[src/design/interlock_defs.svh]
// Constants of the interlock force and diagnostics block
`ifndef INTERLOCK_DEFS_SVH
`define INTERLOCK_DEFS_SVH
`define CLK_MHZ 200
`define ADJ_ENTRY_S 10
`define SHOW_S 10
`define PLACE_MS 1000
`define WARN_MIN 30
`define SEP_MS 150
`define FLASH_MS 200
`define GAP_MS 1000
`define MS_CYC(ms) (longint'(ms) * 1000 * `CLK_MHZ)
`define LVL_W 3
`define LVL_RESET 3'h0
`define LVL_MAX 3'h7
`define REQ_LVL_LSB 1
`define REQ_LVL_MSB 3
`define BASE_FORCE_N 30
`define MAG_FORCE_N 45
`define STEP_N 10
`define REG_CTRL 4'h0
`define REG_STAT 4'h4
`define REG_LVL 4'h8
`define REG_REQ 4'hc
`define BLINK_W 28
`endif

[src/design/interlock_pkg.sv]
// Types of the interlock force and diagnostics block
package interlock_pkg;
   typedef enum logic [2:0]
   {
      ST_BOOT = 3'h0,
      ST_ENTRY = 3'h1,
      ST_ADJ = 3'h2,
      ST_SHOW = 3'h3,
      ST_RUN = 3'h4
   } mode_type;
   typedef struct packed
   {
      logic green;
      logic yellow;
      logic red;
   } led_type;
   typedef struct packed
   {
      logic guard_closed;
      logic actuator_in;
      logic lock_cmd;
      logic locked;
      logic force_ok;
   } sense_type;
endpackage : interlock_pkg

[src/design/interlock_force_and_diagnostics.sv]
// Force setting, indicators and error handling of the solenoid interlock
//
// Behaviour
// - Adjustment mode holds both safety outputs off.
// - After target removal yellow repeats bursts whose count is the level plus one.
// - Each one-second placement with guard open steps the level by one.
// - Level seven plus one placement wraps to level zero.
// - Power loss stores the level and ends adjustment mode.
// - Power-up with guard open shows stored level on yellow for ten seconds.
// - Final burst of that ten-second display may be cut short.
// - Serial variant takes level from request bits 1 to 3.
// - Levels map to 30..100 N, or 45..115 N with magnet.
// - Green shows supply, yellow switching state, red faults.
// - Internal error drops safety outputs at once.
// - Error warning drops safety outputs only after thirty minutes.
// - Cleared error indication needs the guard opened.
// - Error warning clears itself when its cause goes.
// - Multiple output faults lock the device until power cycle.
// - Diagnostic output drops on fault or warning before outputs go.
// - Closed guard unlocked: yellow flashes; locked: yellow steady, all high.
// - Lock commanded but failed: yellow flashes, diag per variant.
// - Forced separation: red and yellow flash, all outputs low.
// - Safety outputs need actuator, lock and force above 500 N.
// - Forced separation switches outputs off within 150 ms.
//
// Added by the designer: the register offsets and the Avalon-MM interface to the registers.
`timescale 1ns/1ps
`include "interlock_defs.svh"
module interlock_force_and_diagnostics
   import interlock_pkg::*;
#(
   parameter longint ADJ_ENTRY_CYC = `MS_CYC(`ADJ_ENTRY_S * 1000),
   parameter longint SHOW_CYC = `MS_CYC(`SHOW_S * 1000),
   parameter longint PLACE_CYC = `MS_CYC(`PLACE_MS),
   parameter longint WARN_CYC = `MS_CYC(`WARN_MIN * 60 * 1000),
   parameter longint FLASH_CYC = `MS_CYC(`FLASH_MS),
   parameter longint GAP_CYC = `MS_CYC(`GAP_MS)
)
(
   input wire logic clk,
   input wire logic rstn,
   input wire logic [3:0] avs_address,
   input wire logic avs_read,
   input wire logic avs_write,
   input wire logic [31:0] avs_writedata,
   output logic [31:0] avs_readdata,
   output logic avs_waitrequest,
   input wire sense_type sense,
   input wire logic target_present,
   input wire logic internal_error,
   input wire logic warn_cause,
   input wire logic [1:0] output_fault,
   input wire logic separation,
   input wire logic [`LVL_W-1:0] stored_level,
   output logic [`LVL_W-1:0] store_level,
   output logic store_strobe,
   output logic first_safety_output,
   output logic second_safety_output,
   output logic diag_out,
   output led_type leds
);
   ////////////////////////////////////////////////////////////////////////////
   // Helpers
   function automatic logic [`LVL_W-1:0] next_level(input logic [`LVL_W-1:0] l);
      next_level = (l == `LVL_MAX) ? `LVL_RESET : l + 3'h1;
   endfunction : next_level

   function automatic logic [7:0] force_n(input logic [`LVL_W-1:0] l, input logic mag);
      force_n = 8'((mag ? `MAG_FORCE_N : `BASE_FORCE_N) + `STEP_N * int'(l));
   endfunction : force_n

   ////////////////////////////////////////////////////////////////////////////
   // Registers
   logic [2:0] ctrl_q;
   logic [`LVL_W-1:0] req_lvl_q;
   logic req_valid_q;
   logic ack_q;
   mode_type mode_q;
   logic [`LVL_W-1:0] level_q;
   logic [31:0] tmr_q;
   logic [31:0] place_q;
   logic placed_q;
   logic [`BLINK_W-1:0] blink_q;
   logic [3:0] burst_q;
   logic flash_q;
   logic error_q;
   logic lockout_q;
   logic warn_q;
   logic [39:0] warn_tmr_q;
   logic warn_expired_q;
   logic sep_q;
   logic slow_q;
   logic [`BLINK_W-1:0] slow_cnt_q;

   wire serial_diag_variant = ctrl_q[0];
   wire lock_aware_diag_variant = ctrl_q[1];
   wire magnet_boosted_variant = ctrl_q[2];
   wire req = (avs_read | avs_write) & ~ack_q;

   ////////////////////////////////////////////////////////////////////////////
   // Avalon slave, one wait state
   always_ff @(posedge clk or negedge rstn)
   begin
      if (!rstn)
      begin
         ack_q <= 1'b0;
         avs_waitrequest <= 1'b1;
         avs_readdata <= 32'h0;
         ctrl_q <= 3'h0;
         req_lvl_q <= `LVL_RESET;
         req_valid_q <= 1'b0;
      end
      else
      begin
         ack_q <= req;
         avs_waitrequest <= ~req;
         req_valid_q <= 1'b0;
         if (req && avs_write)
         begin
            case (avs_address)
               `REG_CTRL: ctrl_q <= avs_writedata[2:0];
               `REG_REQ:
               begin
                  req_lvl_q <= avs_writedata[`REQ_LVL_MSB:`REQ_LVL_LSB];
                  req_valid_q <= 1'b1;
               end
               default: ;
            endcase
         end
         if (req && avs_read)
         begin
            case (avs_address)
               `REG_CTRL: avs_readdata <= {29'h0, ctrl_q};
               `REG_STAT: avs_readdata <= {24'h0, lockout_q, sep_q, warn_expired_q,
                                           warn_q, error_q, mode_q};
               `REG_LVL: avs_readdata <= {13'h0, force_n(level_q, magnet_boosted_variant),
                                          8'h0, level_q};
               `REG_REQ: avs_readdata <= {28'h0, req_lvl_q, 1'b0};
               default: avs_readdata <= 32'h0;
            endcase
         end
      end
   end

   ////////////////////////////////////////////////////////////////////////////
   // Mode and level
   wire place_done = target_present && (place_q == 32'(PLACE_CYC - 1)) && !placed_q;
   always_ff @(posedge clk or negedge rstn)
   begin
      if (!rstn)
      begin
         mode_q <= ST_BOOT;
         level_q <= `LVL_RESET;
         tmr_q <= 32'h0;
      end
      else
      begin
         case (mode_q)
            ST_BOOT:
            begin
               level_q <= stored_level;
               tmr_q <= 32'h0;
               if (target_present)
                  mode_q <= ST_ENTRY;
               else if (!sense.guard_closed)
                  mode_q <= ST_SHOW;
               else
                  mode_q <= ST_RUN;
            end
            ST_ENTRY:
            begin
               tmr_q <= tmr_q + 32'h1;
               if (!target_present)
                  mode_q <= ST_RUN;
               else if (tmr_q == 32'(ADJ_ENTRY_CYC - 1))
                  mode_q <= ST_ADJ;
            end
            ST_ADJ:
            begin
               if (place_done && !sense.guard_closed)
                  level_q <= next_level(level_q);
            end
            ST_SHOW:
            begin
               tmr_q <= tmr_q + 32'h1;
               if (tmr_q == 32'(SHOW_CYC - 1))
                  mode_q <= ST_RUN;
            end
            ST_RUN:
            begin
               if (serial_diag_variant && req_valid_q)
                  level_q <= req_lvl_q;
            end
            default: mode_q <= ST_BOOT;
         endcase
      end
   end

   // Level offered to non-volatile store; stored when supply drops
   always_ff @(posedge clk or negedge rstn)
   begin
      if (!rstn)
      begin
         store_level <= `LVL_RESET;
         store_strobe <= 1'b0;
      end
      else
      begin
         store_level <= level_q;
         store_strobe <= (mode_q == ST_ADJ) || (mode_q == ST_RUN && serial_diag_variant);
      end
   end

   // Placement debounce
   always_ff @(posedge clk or negedge rstn)
   begin
      if (!rstn)
      begin
         place_q <= 32'h0;
         placed_q <= 1'b0;
      end
      else if (!target_present)
      begin
         place_q <= 32'h0;
         placed_q <= 1'b0;
      end
      else
      begin
         if (place_q != 32'(PLACE_CYC - 1))
            place_q <= place_q + 32'h1;
         if (place_done)
            placed_q <= 1'b1;
      end
   end

   ////////////////////////////////////////////////////////////////////////////
   // Flash burst generator
   wire burst_done = !flash_q && (burst_q == {1'b0, level_q} + 4'h1);
   always_ff @(posedge clk or negedge rstn)
   begin
      if (!rstn)
      begin
         blink_q <= '0;
         burst_q <= 4'h0;
         flash_q <= 1'b0;
      end
      else if (!((mode_q == ST_ADJ && !target_present) || mode_q == ST_SHOW))
      begin
         blink_q <= '0;
         burst_q <= 4'h0;
         flash_q <= 1'b0;
      end
      else if (blink_q == `BLINK_W'(burst_done ? GAP_CYC - 1 : FLASH_CYC - 1))
      begin
         blink_q <= '0;
         if (flash_q)
            flash_q <= 1'b0;
         else if (burst_done)
            burst_q <= 4'h0;
         else
         begin
            flash_q <= 1'b1;
            burst_q <= burst_q + 4'h1;
         end
      end
      else
         blink_q <= blink_q + `BLINK_W'(1);
   end
   // Slow flash for status display
   always_ff @(posedge clk or negedge rstn)
   begin
      if (!rstn)
      begin
         slow_cnt_q <= '0;
         slow_q <= 1'b0;
      end
      else if (slow_cnt_q == `BLINK_W'(FLASH_CYC - 1))
      begin
         slow_cnt_q <= '0;
         slow_q <= ~slow_q;
      end
      else
         slow_cnt_q <= slow_cnt_q + `BLINK_W'(1);
   end

   ////////////////////////////////////////////////////////////////////////////
   // Errors and warnings
   always_ff @(posedge clk or negedge rstn)
   begin
      if (!rstn)
      begin
         error_q <= 1'b0;
         lockout_q <= 1'b0;
         sep_q <= 1'b0;
      end
      else
      begin
         if (internal_error)
            error_q <= 1'b1;
         else if (!sense.guard_closed)
            error_q <= 1'b0;
         if (&output_fault)
            lockout_q <= 1'b1;
         if (separation)
            sep_q <= 1'b1;
      end
   end

   always_ff @(posedge clk or negedge rstn)
   begin
      if (!rstn)
      begin
         warn_q <= 1'b0;
         warn_tmr_q <= 40'h0;
         warn_expired_q <= 1'b0;
      end
      else
      begin
         warn_q <= warn_cause | (|output_fault);
         if (!(warn_cause | (|output_fault)))
         begin
            warn_tmr_q <= 40'h0;
            warn_expired_q <= 1'b0;
         end
         else if (warn_tmr_q == 40'(WARN_CYC - 1))
            warn_expired_q <= 1'b1;
         else
            warn_tmr_q <= warn_tmr_q + 40'h1;
      end
   end
   ////////////////////////////////////////////////////////////////////////////
   // Outputs
   wire halt = error_q | lockout_q | sep_q | separation | internal_error | warn_expired_q;
   wire enable = (mode_q == ST_RUN) && !halt && sense.guard_closed && sense.actuator_in
                 && sense.locked && sense.force_ok;

   always_ff @(posedge clk or negedge rstn)
   begin
      if (!rstn)
      begin
         first_safety_output <= 1'b0;
         second_safety_output <= 1'b0;
         diag_out <= 1'b0;
         leds <= '0;
      end
      else
      begin
         first_safety_output <= enable;
         second_safety_output <= enable;
         if (halt || warn_q || !sense.guard_closed)
            diag_out <= 1'b0;
         else if (sense.lock_cmd && !sense.locked)
            diag_out <= !lock_aware_diag_variant;
         else
            diag_out <= 1'b1;
         leds.green <= 1'b1;
         leds.red <= (error_q | lockout_q | warn_q | sep_q) & slow_q;
         if (mode_q == ST_ADJ || mode_q == ST_SHOW)
            leds.yellow <= flash_q;
         else if (sep_q)
            leds.yellow <= slow_q;
         else if (!sense.guard_closed || error_q)
            leds.yellow <= 1'b0;
         else if (sense.locked)
            leds.yellow <= 1'b1;
         else
            leds.yellow <= slow_q;
      end
   end

   ////////////////////////////////////////////////////////////////////////////
   // Checks
   adj_outputs_off_a: assert property (@(posedge clk) disable iff (!rstn)
      mode_q == ST_ADJ |=> !first_safety_output && !second_safety_output)
      else $error("safety output on in adjustment");
   err_outputs_off_a: assert property (@(posedge clk) disable iff (!rstn)
      internal_error |=> !first_safety_output)
      else $error("output stayed on after internal error");
   wrap_level_a: assert property (@(posedge clk) disable iff (!rstn)
      mode_q == ST_ADJ && place_done && !sense.guard_closed && level_q == `LVL_MAX
      |=> level_q == `LVL_RESET)
      else $error("level did not wrap");
   lockout_sticky_a: assert property (@(posedge clk) disable iff (!rstn)
      lockout_q |=> lockout_q && !first_safety_output)
      else $error("lockout released");
   diag_warn_a: assert property (@(posedge clk) disable iff (!rstn)
      warn_q |=> !diag_out)
      else $error("diag high during warning");
   sep_off_a: assert property (@(posedge clk) disable iff (!rstn)
      separation |=> ##1 !first_safety_output && !second_safety_output && !diag_out)
      else $error("separation outputs not low");
   serial_level_a: assert property (@(posedge clk) disable iff (!rstn)
      mode_q == ST_RUN && serial_diag_variant && req_valid_q |=> level_q == $past(req_lvl_q))
      else $error("serial level not taken");
   single_step_a: assert property (@(posedge clk) disable iff (!rstn)
      mode_q == ST_ADJ && placed_q && $stable(mode_q) |=> $stable(level_q))
      else $error("level stepped twice");
endmodule : interlock_force_and_diagnostics

[config.mk]
export PLATFORM = sky130hd
export DESIGN_NAME = interlock_force_and_diagnostics
export DESIGN_NICKNAME = d
export VERILOG_FILES = /design/src/design/interlock_pkg.sv /design/src/design/interlock_force_and_diagnostics.sv
export VERILOG_INCLUDE_DIRS = /design/src /design/src/design
export SDC_FILE = /design/constraint.sdc
export NUM_CORES = 1
export LEC_CHECK = 0
export BUFFER_PORTS_ARGS = -buffer_cell sky130_fd_sc_hd__buf_2
export CAP_MARGIN = 10
export CORE_MARGIN = 2
export CORE_UTILIZATION = 55
export CTS_BUF_LIST = sky130_fd_sc_hd__clkbuf_8
export CTS_CLUSTER_DIAMETER = 50
export DETAILED_ROUTE_END_ITERATION = 8
export GPL_ROUTABILITY_DRIVEN = 0
export PLACE_DENSITY = 0.74
export REMOVE_ABC_BUFFERS = 1
export SLEW_MARGIN = 20
export SYNTH_ARGS = -nofsm -noshare
export SYNTH_HDL_FRONTEND = slang
export SYNTH_SLANG_ARGS = --single-unit
export TNS_END_PERCENT = 5
[constraint.sdc]
create_clock -name clk -period 6.5 [get_ports clk]
set_input_delay 1.3 -clock clk [delete_from_list [all_inputs] [get_ports clk]]
set_output_delay 1.3 -clock clk [all_outputs]
set_load 0.02 [all_outputs]
* Yosys cells after proc, flatten, opt, wreduce, memory -nomap -nowiden
Index checks and enable logic that the tools add are counted.
** Storage, ports and cells
- Flip-flop bits (word level) :: 228
- Input bits :: 54
- Word-level logic and storage cells :: 164
** Cells by class
- Equality and inequality tests :: 26
- Add/sub/neg operators :: 9
- Reductions and logical operators :: 41
- $mul :: 1
- Bitwise logic cells :: 15
- Mux-type cells :: 43
** Operator list (number)
- 28-bit two-way mux :: 4
- 40-bit two-way mux :: 2
- 19-bit one-hot mux with 4 select lines :: 1
- 32-bit by 1-bit adder with 32-bit output, second input constant :: 2
- 32-bit two-way mux :: 2
- 32-bit one-hot mux with 2 select lines :: 1
- 28-bit by 1-bit adder with 28-bit output, second input constant :: 2
- 40-bit by 1-bit adder with 40-bit output, second input constant :: 1
- 40-bit by 39-bit == test with 1-bit output, second input constant :: 1
- 32-bit by 28-bit == test with 1-bit output, second input constant :: 1
- 32-bit by 31-bit == test with 1-bit output, second input constant :: 1
- 32-bit by 28-bit != test with 1-bit output, second input constant :: 1
- 28-bit by 26-bit == test with 1-bit output, second input constant :: 1
- 28-bit == test :: 1
- 3-bit two-way mux :: 8
- 1-bit two-way mux :: 18
- 4-bit two-way mux :: 4
- 1-bit logical AND :: 15
- 3-bit one-hot mux with 4 select lines :: 1
- 2-bit by 1-bit != test with 1-bit output, second input constant :: 5
- 2-bit != test, second input constant :: 5
- 1-bit OR :: 9
- 3-bit one-hot mux with 3 select lines :: 1
- 6-bit by 7-bit adder with 8-bit output :: 1
- other kinds (23) :: 47

* Logic depth before layout (Yosys ltp)
Gate-level depths: netlist of the first run.
- Depth in word-level cells :: 11
- Mapped depth :: 9

* Least setup slack after synthesis of the first run
No wires, ideal clock.
- Kind :: in2reg
- Start :: in target_present
- End :: reg level_q[2]
- Slack :: 3.792 ns
- Cell stages on the path :: 5
- Library setup time :: 0.128 ns
- Data required time :: 6.372 ns
- Buffers on the path :: 0
- Arrival time :: 2.581 ns
- Cells stage by stage :: inv_1 > or4_1 > a221oi_1 > o21ai_1 > mux2_1
** On the way
- Word-level cells in the longest chain between the ends :: 5
** Ends and longest elaborated chain
- start: declaration :: RTL line interlock_force_and_diagnostics.sv:49 : input wire logic target_present,
- 1-bit logical AND (2 in a row) :: RTL line interlock_force_and_diagnostics.sv:147 : wire place_done = target_present && (place_q == 32'(PLACE_CYC - 1)) && !placed_q;
- 1-bit logical AND :: RTL line interlock_force_and_diagnostics.sv:180 : if (place_done && !sense.guard_closed)
- 2-bit != test (no line)
- 3-bit AND reduction (no line)
- end signal: assignment :: RTL line interlock_force_and_diagnostics.sv:153 : level_q <= `LVL_RESET;
- end signal: assignment :: RTL line interlock_force_and_diagnostics.sv:181 : level_q <= next_level(level_q);
- end signal: assignment :: RTL line interlock_force_and_diagnostics.sv:192 : level_q <= req_lvl_q;
- end: declaration :: RTL line interlock_force_and_diagnostics.sv:79 : logic [`LVL_W-1:0] level_q;
No other way between the ends.
A chain may end at the register's enable or synchronous reset.

* Worst setup path after layout of the first run
Ends and elaborated chain as after synthesis.

==> flow_metrics.tcl, run 1 <==
set metrics [dict create \
    crit_end "level_q[2]" \
    ys_seq_area_share_pct 48.1 \
    drtPass1Iterations 5 \
    status "completed" \
    cts_hold_buf 0 \
    syn_area_per_cell_um2 9.83 \
    power.leakage_nw 5.45 \
    grt_pass1_wl_um 40700 \
    cts-root-buf "clkbuf_8" \
    min_period_ns 3.28 \
    max_freq_mhz 305 \
    hold_viol_final 0 \
    utilization_pct 62.5 \
    dpl.hpwl_um 16000 \
    cp_data_required_time_ns 6.89 \
    maxCapViolCount 0 \
    multiInputGateArea_um2 5410 \
    crit_path_end_kind "flip-flop" \
    rr_worst_depth 7 \
    synth.distinct_cells 77 \
    r2r_start "level_q[0]" \
    synth_edf_count 0 \
    critPathLaunchType "input pin" \
    place_ws_ns 2.69 \
    initial_core_util_pct 56.3 \
    fin_skew_ns 0.0134 \
    ir_drop_mv 0.220 \
    regArea_um2 5310 \
    drive_above_1_share_pct 12.4 \
    finalSetupTns_ns 0 \
    ys_dominant_reg_cell "dfrtp_1" \
    cts_resized 0 \
    synth-seq-cells 212 \
    crit_chain "buf_2 -> inv_1 -> or4_1 -> a221oi_1 -> o21ai_1 -> mux2_1" \
    numCtsBuffers 38 \
    synth_top_area_share_pct 47.9 \
    overflow 0 \
    wirelength_um 23600 \
    ios 97 \
    vias_per_cell 5.93 \
    crit_type "input pin to flip-flop" \
    max_stage_delay_ns 0.62 \
    slew_headroom_pct 32.0 \
    grt_use_total_pct 22.8 \
    die_h_um 146 \
    ctsLongestPathBuffers 3 \
    syn_area_um2 11000 \
    fin_nets 1246 \
    final_max_slew_viol_count 0 \
    htree_levels 2 \
    post_cts_buffers 0 \
    worstSetupStartpoint "target_present" \
    cts_tree "yes" \
    nFillCells 1644 \
    post-route-period-util_pct 50.5 \
    setup_violations 0 \
    port_buffers 52 \
    path_max_fanout 30 \
    path_clk_slew_ns 0.06 \
    vias 8718 \
    antenna_found_initial 3 \
    setup_ws_ns 3.22 \
    synth_area_leaders "dfrtp_1, nand2_1, xor2_1" \
    fp.dieW_um 146 \
    syn2layout_area_growth_pct 11.1 \
    first_iter_violations 440 \
    grt_pass1_vias 8393 \
    drc_errors 0 \
    regToRegSetupSlack_ns 3.64 \
    core_area_um2 19600 \
    reg2reg_to "blink_q[3]" \
    tightest_slew_ns 1.02 \
    cp_slowest_cell "or4_1" \
    rsz0062_at_grt "no" \
    drtAntennaViolNets 0 \
    rows 51 \
    ys_warn_count 0 \
    power.density_nw_per_um2 274 \
    cts_sinks 212 \
    fp.dieArea_um2 21200 \
    syn_inst 1122 \
    hp-class "flip-flop to flip-flop" \
    insertion_delay_ns 0.51 \
    grt_start_max_net_pins 115 \
    synth_top_area_cell "dfrtp_1" \
    cp.arrival_ns 3.68 \
    async_flop_share_pct 100 \
    avgRoutedWirePerCell_um 16.0 \
]
Yosys cell counts (4+ instances only):
master and number:
a21oi_1 29, a22o_1 8, a31oi_1 6, and2_1 14, and3_1 26, and3_2 4, and4_1 22, buf_2 5
buf_4 18, clkbuf_1 31, dfrtp_1 211, ha_1 15, inv_1 21, mux2_2 6, mux2i_1 35, nand2_1 115
nand2b_1 17, nand3_1 57, nand4_1 51, nand4b_1 4, nor2_1 67, nor2b_1 9, nor3_1 55, nor3b_1 6
nor4_1 20, nor4b_1 9, nor4bb_1 5, o211ai_1 10, o21a_1 5, o21ai_0 46, o22ai_1 4, o31ai_1 15
or3_1 24, or4_1 12, xnor2_1 33, xor2_1 45
flip-flops by register name (all words and copies together) (netlist names), 4 cells and up:
name          flops
warn_tmr_q       40
place_q          32
tmr_q            32
blink_q          28
slow_cnt_q       28
avs_readdata     16
burst_q           4
stage by stage:
stage / instance area [µm²] / power [mW] / hold WS (ns) / instances
after floorplan: 10800 / 1.89 / 0.426 / 1080
after global placement: 11400 / 2.07 / 0.463 / 1402
after detailed placement: 11400 / 2.08 / 0.465 / 1402
after CTS: 12200 / 3.39 / 0.473 / 1469
after global routing: 12200 / 3.53 / 0.502 / 1470
final: 12200 / 3.35 / 0.467 / 1471
area by class of cell:
type / count / area share, %
Antenna cell: 2 / 0.0409
Clock buffer: 52 / 5.84
Clock inverter: 15 / 0.756
Inverter: 22 / 0.674
Multi-Input combinational cell: 846 / 44.1
Sequential cell: 212 / 43.3
Tap cell: 265 / 2.71
Timing Repair Buffer: 57 / 2.51
per-layer routing:
metal  global-route usage [%]  vias to the layer above  part of all wire, %
met5                        0                        -                0.093
met1                     31.5                     4303                   45
met2                     36.7                      175                   48
met3                     4.36                       43                  4.8
met4                     7.16                        4                  2.2
li1                         -                     4193                    -
worst max-delay path, delay by kind of cell:
family / cells / cell delay [ns]
buffers and inverters: 2 / 0.91
muxes: 1 / 0.36
AOI/OAI and AO/OA: 2 / 0.47
and+or+nand+nor: 1 / 0.62
worst min path at each step:
stage                   start  cells after the start         to  slack, ns
floorplan              warn_q                      1   diag_out       0.43
global placement    tmr_q[26]                      1  tmr_q[26]       0.46
detailed placement  tmr_q[26]                      1  tmr_q[26]       0.47
CTS                 tmr_q[26]                      1  tmr_q[26]       0.47
global route           warn_q                      1   diag_out       0.50
finish              tmr_q[26]                      1  tmr_q[26]       0.47
cell usage in the layout (no fill, tap or decap), types with 30 or more instances in the layout:
cell type and count:
o21ai_0 46, nor3_1 54, inv_1 30, dfrtp_1 211, buf_2 51, clkbuf_8 52
xor2_1 45, mux2i_1 35, nand3_1 57, nand2_1 115, nand4_1 51, nor2_1 67
xnor2_1 33
kinds of logic after synthesis:
logic type / share of synthesized area (%)
simple gates: 27.1
flops: 48.1
compound gates: 9.04
buf+inv: 3.47
xor+xnor: 6.19
mux: 4.30
fa+ha+maj: 1.70
other cells: 0.0681
where the power goes:
group | internal (mW) | switching, mW | total (mW)
logic | 0.209 | 0.357 | 0.566
clock network | 0.750 | 0.543 | 1.29
registers | 1.40 | 0.0973 | 1.49
total | 2.36 | 0.998 | 3.35
(Power assumes the default switching activity.)
==> run 2, diff against run 1 <==
ABC_AREA = 1   (was unset)
PLACE_DENSITY = 0.77   (was 0.74)
clock period = 2.8 ns   (was 6.5 ns; I/O delays follow)
==> flow_metrics.tcl, run 2 <==
set metrics [dict create \
    largest_reg_flops 40 \
    ir_drop_mv 0.304 \
    place_area_um2 12600 \
    drc_errors 0 \
    synth_top_area_cell "dfrtp_1" \
    synth_edf_count 0 \
    hold_viol_final 0 \
    htree_levels 2 \
    regMostFlops "warn_tmr_q" \
    core_area_um2 21700 \
    synth_area_leaders "dfrtp_1, nand2_1, nor2_1" \
    stdcell_area_um2 13400 \
    drtPass1Iterations 5 \
    avgRoutedWirePerCell_um 14.3 \
    setup_ws_ns 0.448 \
    status "completed" \
    synth_top_area_share_pct 43.8 \
    die_h_um 152 \
    ios 97 \
    cts_resized 0 \
    initial_core_util_pct 55.5 \
    syn_inst 1604 \
    ys_seq_area_share_pct 44.1 \
    final_max_slew_viol_count 0 \
    post-route-period-util_pct 84.0 \
    rsz0062_at_grt "no" \
    synth-seq-cells 212 \
    yosys-top-cells-count "nand2_1, nor2_1, dfrtp_1, inv_1, nand3_1" \
    rows 54 \
    fp.dieW_um 152 \
    antenna_found_initial 1 \
    insertion_delay_ns 0.53 \
    cts_hold_buf 0 \
    dpl.hpwl_um 21100 \
    vias_per_cell 5.41 \
    cp_data_required_time_ns 3.22 \
    power.leakage_nw 6.11 \
    async_flop_share_pct 100 \
    cts_tree "yes" \
    power.density_nw_per_um2 579 \
    crit_chain "ha_1 -> nand3_1 -> inv_2 -> nand2_1 -> inv_1 -> nand4_1 -> nor2_1 -> nand3_1 -> nand2_1 -> nand2_1" \
    numCtsBuffers 38 \
    cts-root-buf "clkbuf_8" \
    regArea_um2 5310 \
    drtAntennaViolNets 0 \
    grt_pass1_wl_um 48800 \
    tightest_slew_ns 0.651 \
    wirelength_um 28600 \
    cp.arrival_ns 2.77 \
    hp-class "input pin to asynchronous set/reset pin" \
    port_buffers 52 \
    grt_pass1_vias 10356 \
    first_iter_violations 900 \
    nFillCells 1961 \
    post-synth-top-count-cell "nand2_1" \
    drive_above_1_share_pct 9.91 \
    ys_warn_count 0 \
    crit_type "flip-flop to flip-flop" \
    ys_dominant_reg_cell "dfrtp_1" \
    syn2layout_area_growth_pct 11.4 \
    post_cts_buffers 0 \
    fin_skew_ns 0.0206 \
    num_antenna_cells 0 \
    grt_use_total_pct 25.0 \
    hold_ws_ns 0.00987 \
    path_max_fanout 12 \
    critPathLaunchType "flip-flop" \
    synth.distinct_cells 51 \
    slew_headroom_pct 56.6 \
    critPathMostFrequentCell "nand2_1" \
    syn_area_um2 12000 \
    multiInputGateArea_um2 5840 \
    path_clk_slew_ns 0.07 \
    layout_commonest_cell "nand2_1" \
    top_regs "warn_tmr_q x40, place_q x32, tmr_q x32" \
    grt_start_max_net_pins 81 \
    vias 10795 \
    min_period_ns 2.35 \
    syn_area_per_cell_um2 7.51 \
    max_freq_mhz 425 \
    final_cell_mix "nand2_1, nor2_1, dfrtp_1, inv_1, nand3_1" \
    max_stage_delay_ns 0.48 \
    setup_violations 0 \
    fp.dieArea_um2 23100 \
    cp_slowest_cell "dfrtp_1" \
    utilization_pct 61.9 \
    place_ws_ns 0.526 \
    finalSetupTns_ns 0 \
    overflow 0 \
    crit_path_end_kind "flip-flop" \
    maxCapViolCount 0 \
    fin_nets 1757 \
    cts_sinks 212 \
    ctsLongestPathBuffers 3 \
]
[run 2: cell count changes after synthesis, moves of 17 or more]
cell	delta
and3_1	-25
and4_1	-22
clkbuf_1	-20
inv_1	+164
mux2i_1	-35
nand2_1	+235
nand2b_1	-17
nand3_1	+45
nor2_1	+204
nor3_1	+30
or3_1	-24
xor2_1	+29
[run 2: area by class of cell]
type | instances | share of cell area, %
Clock buffer | 47 | 4.82
Clock inverter | 20 | 1.02
Inverter | 199 | 5.57
Multi-Input combinational cell | 1172 | 43.5
Sequential cell | 212 | 39.5
Tap cell | 280 | 2.61
Timing Repair Buffer | 65 | 2.93
[run 2: through the flow]
stage | instances | power, mW
final | 1995 | 7.78
after global routing | 1995 | 8.24
after CTS | 1995 | 7.87
after detailed placement | 1928 | 4.85
after global placement | 1928 | 4.81
after floorplan | 1583 | 4.37
[run 2: kinds of logic after synthesis]
logic type      after synthesis  synth area share (%)
compound gates              130                  6.06
xor+xnor                     92                  6.69
fa+ha+maj                    15                  1.56
buf+inv                     235                  7.96
flops                       212                  44.1
mux                           2                 0.187
other cells                   2                0.0624
simple gates                916                  33.4
[run 2: where the power goes]
group	leakage, nW	switching (mW)	internal [mW]
Sequential	2.88	0.169	3.25
Clock	0.452	1.27	1.70
Combinational	2.78	0.955	0.440
[run 2: worst max-delay path: cells and delay by family, from the launching register on]
family        cells  cell delay (ns)
simple gates      7             1.19
flops             1             0.48
buf+inv           2             0.24
fa+ha+maj         1             0.32
[run 2: path summary, 6_finish.rpt]
kind / startpoint / endpoint / slack, ns / cells after the start
worst min register to register: slow_cnt_q[0] / slow_cnt_q[0] / 0.46 / 1
max in group asynchronous: rstn / avs_readdata[3] / 2.06 / 2
worst max-delay path: warn_tmr_q[0] / warn_tmr_q[0] / 0.45 / 10
min in group clk: separation / sep_q / 0.24 / 2
worst min-delay path: rstn / place_q[11] / 0.01 / 1
worst max register to register: warn_tmr_q[0] / warn_tmr_q[0] / 0.45 / 10
[run 2: layer usage]
| metal | GRT usage (%) | wire, µm | share of wire, % |
|---|---|---|---|
| met3 | 4.14 | 1910 | 6.7 |
| met4 | 8.99 | 846 | 3.0 |
| met1 | 35.7 | 13100 | 46 |
| met2 | 38.8 | 12800 | 45 |
| met5 | 0 | 13 | 0.045 |
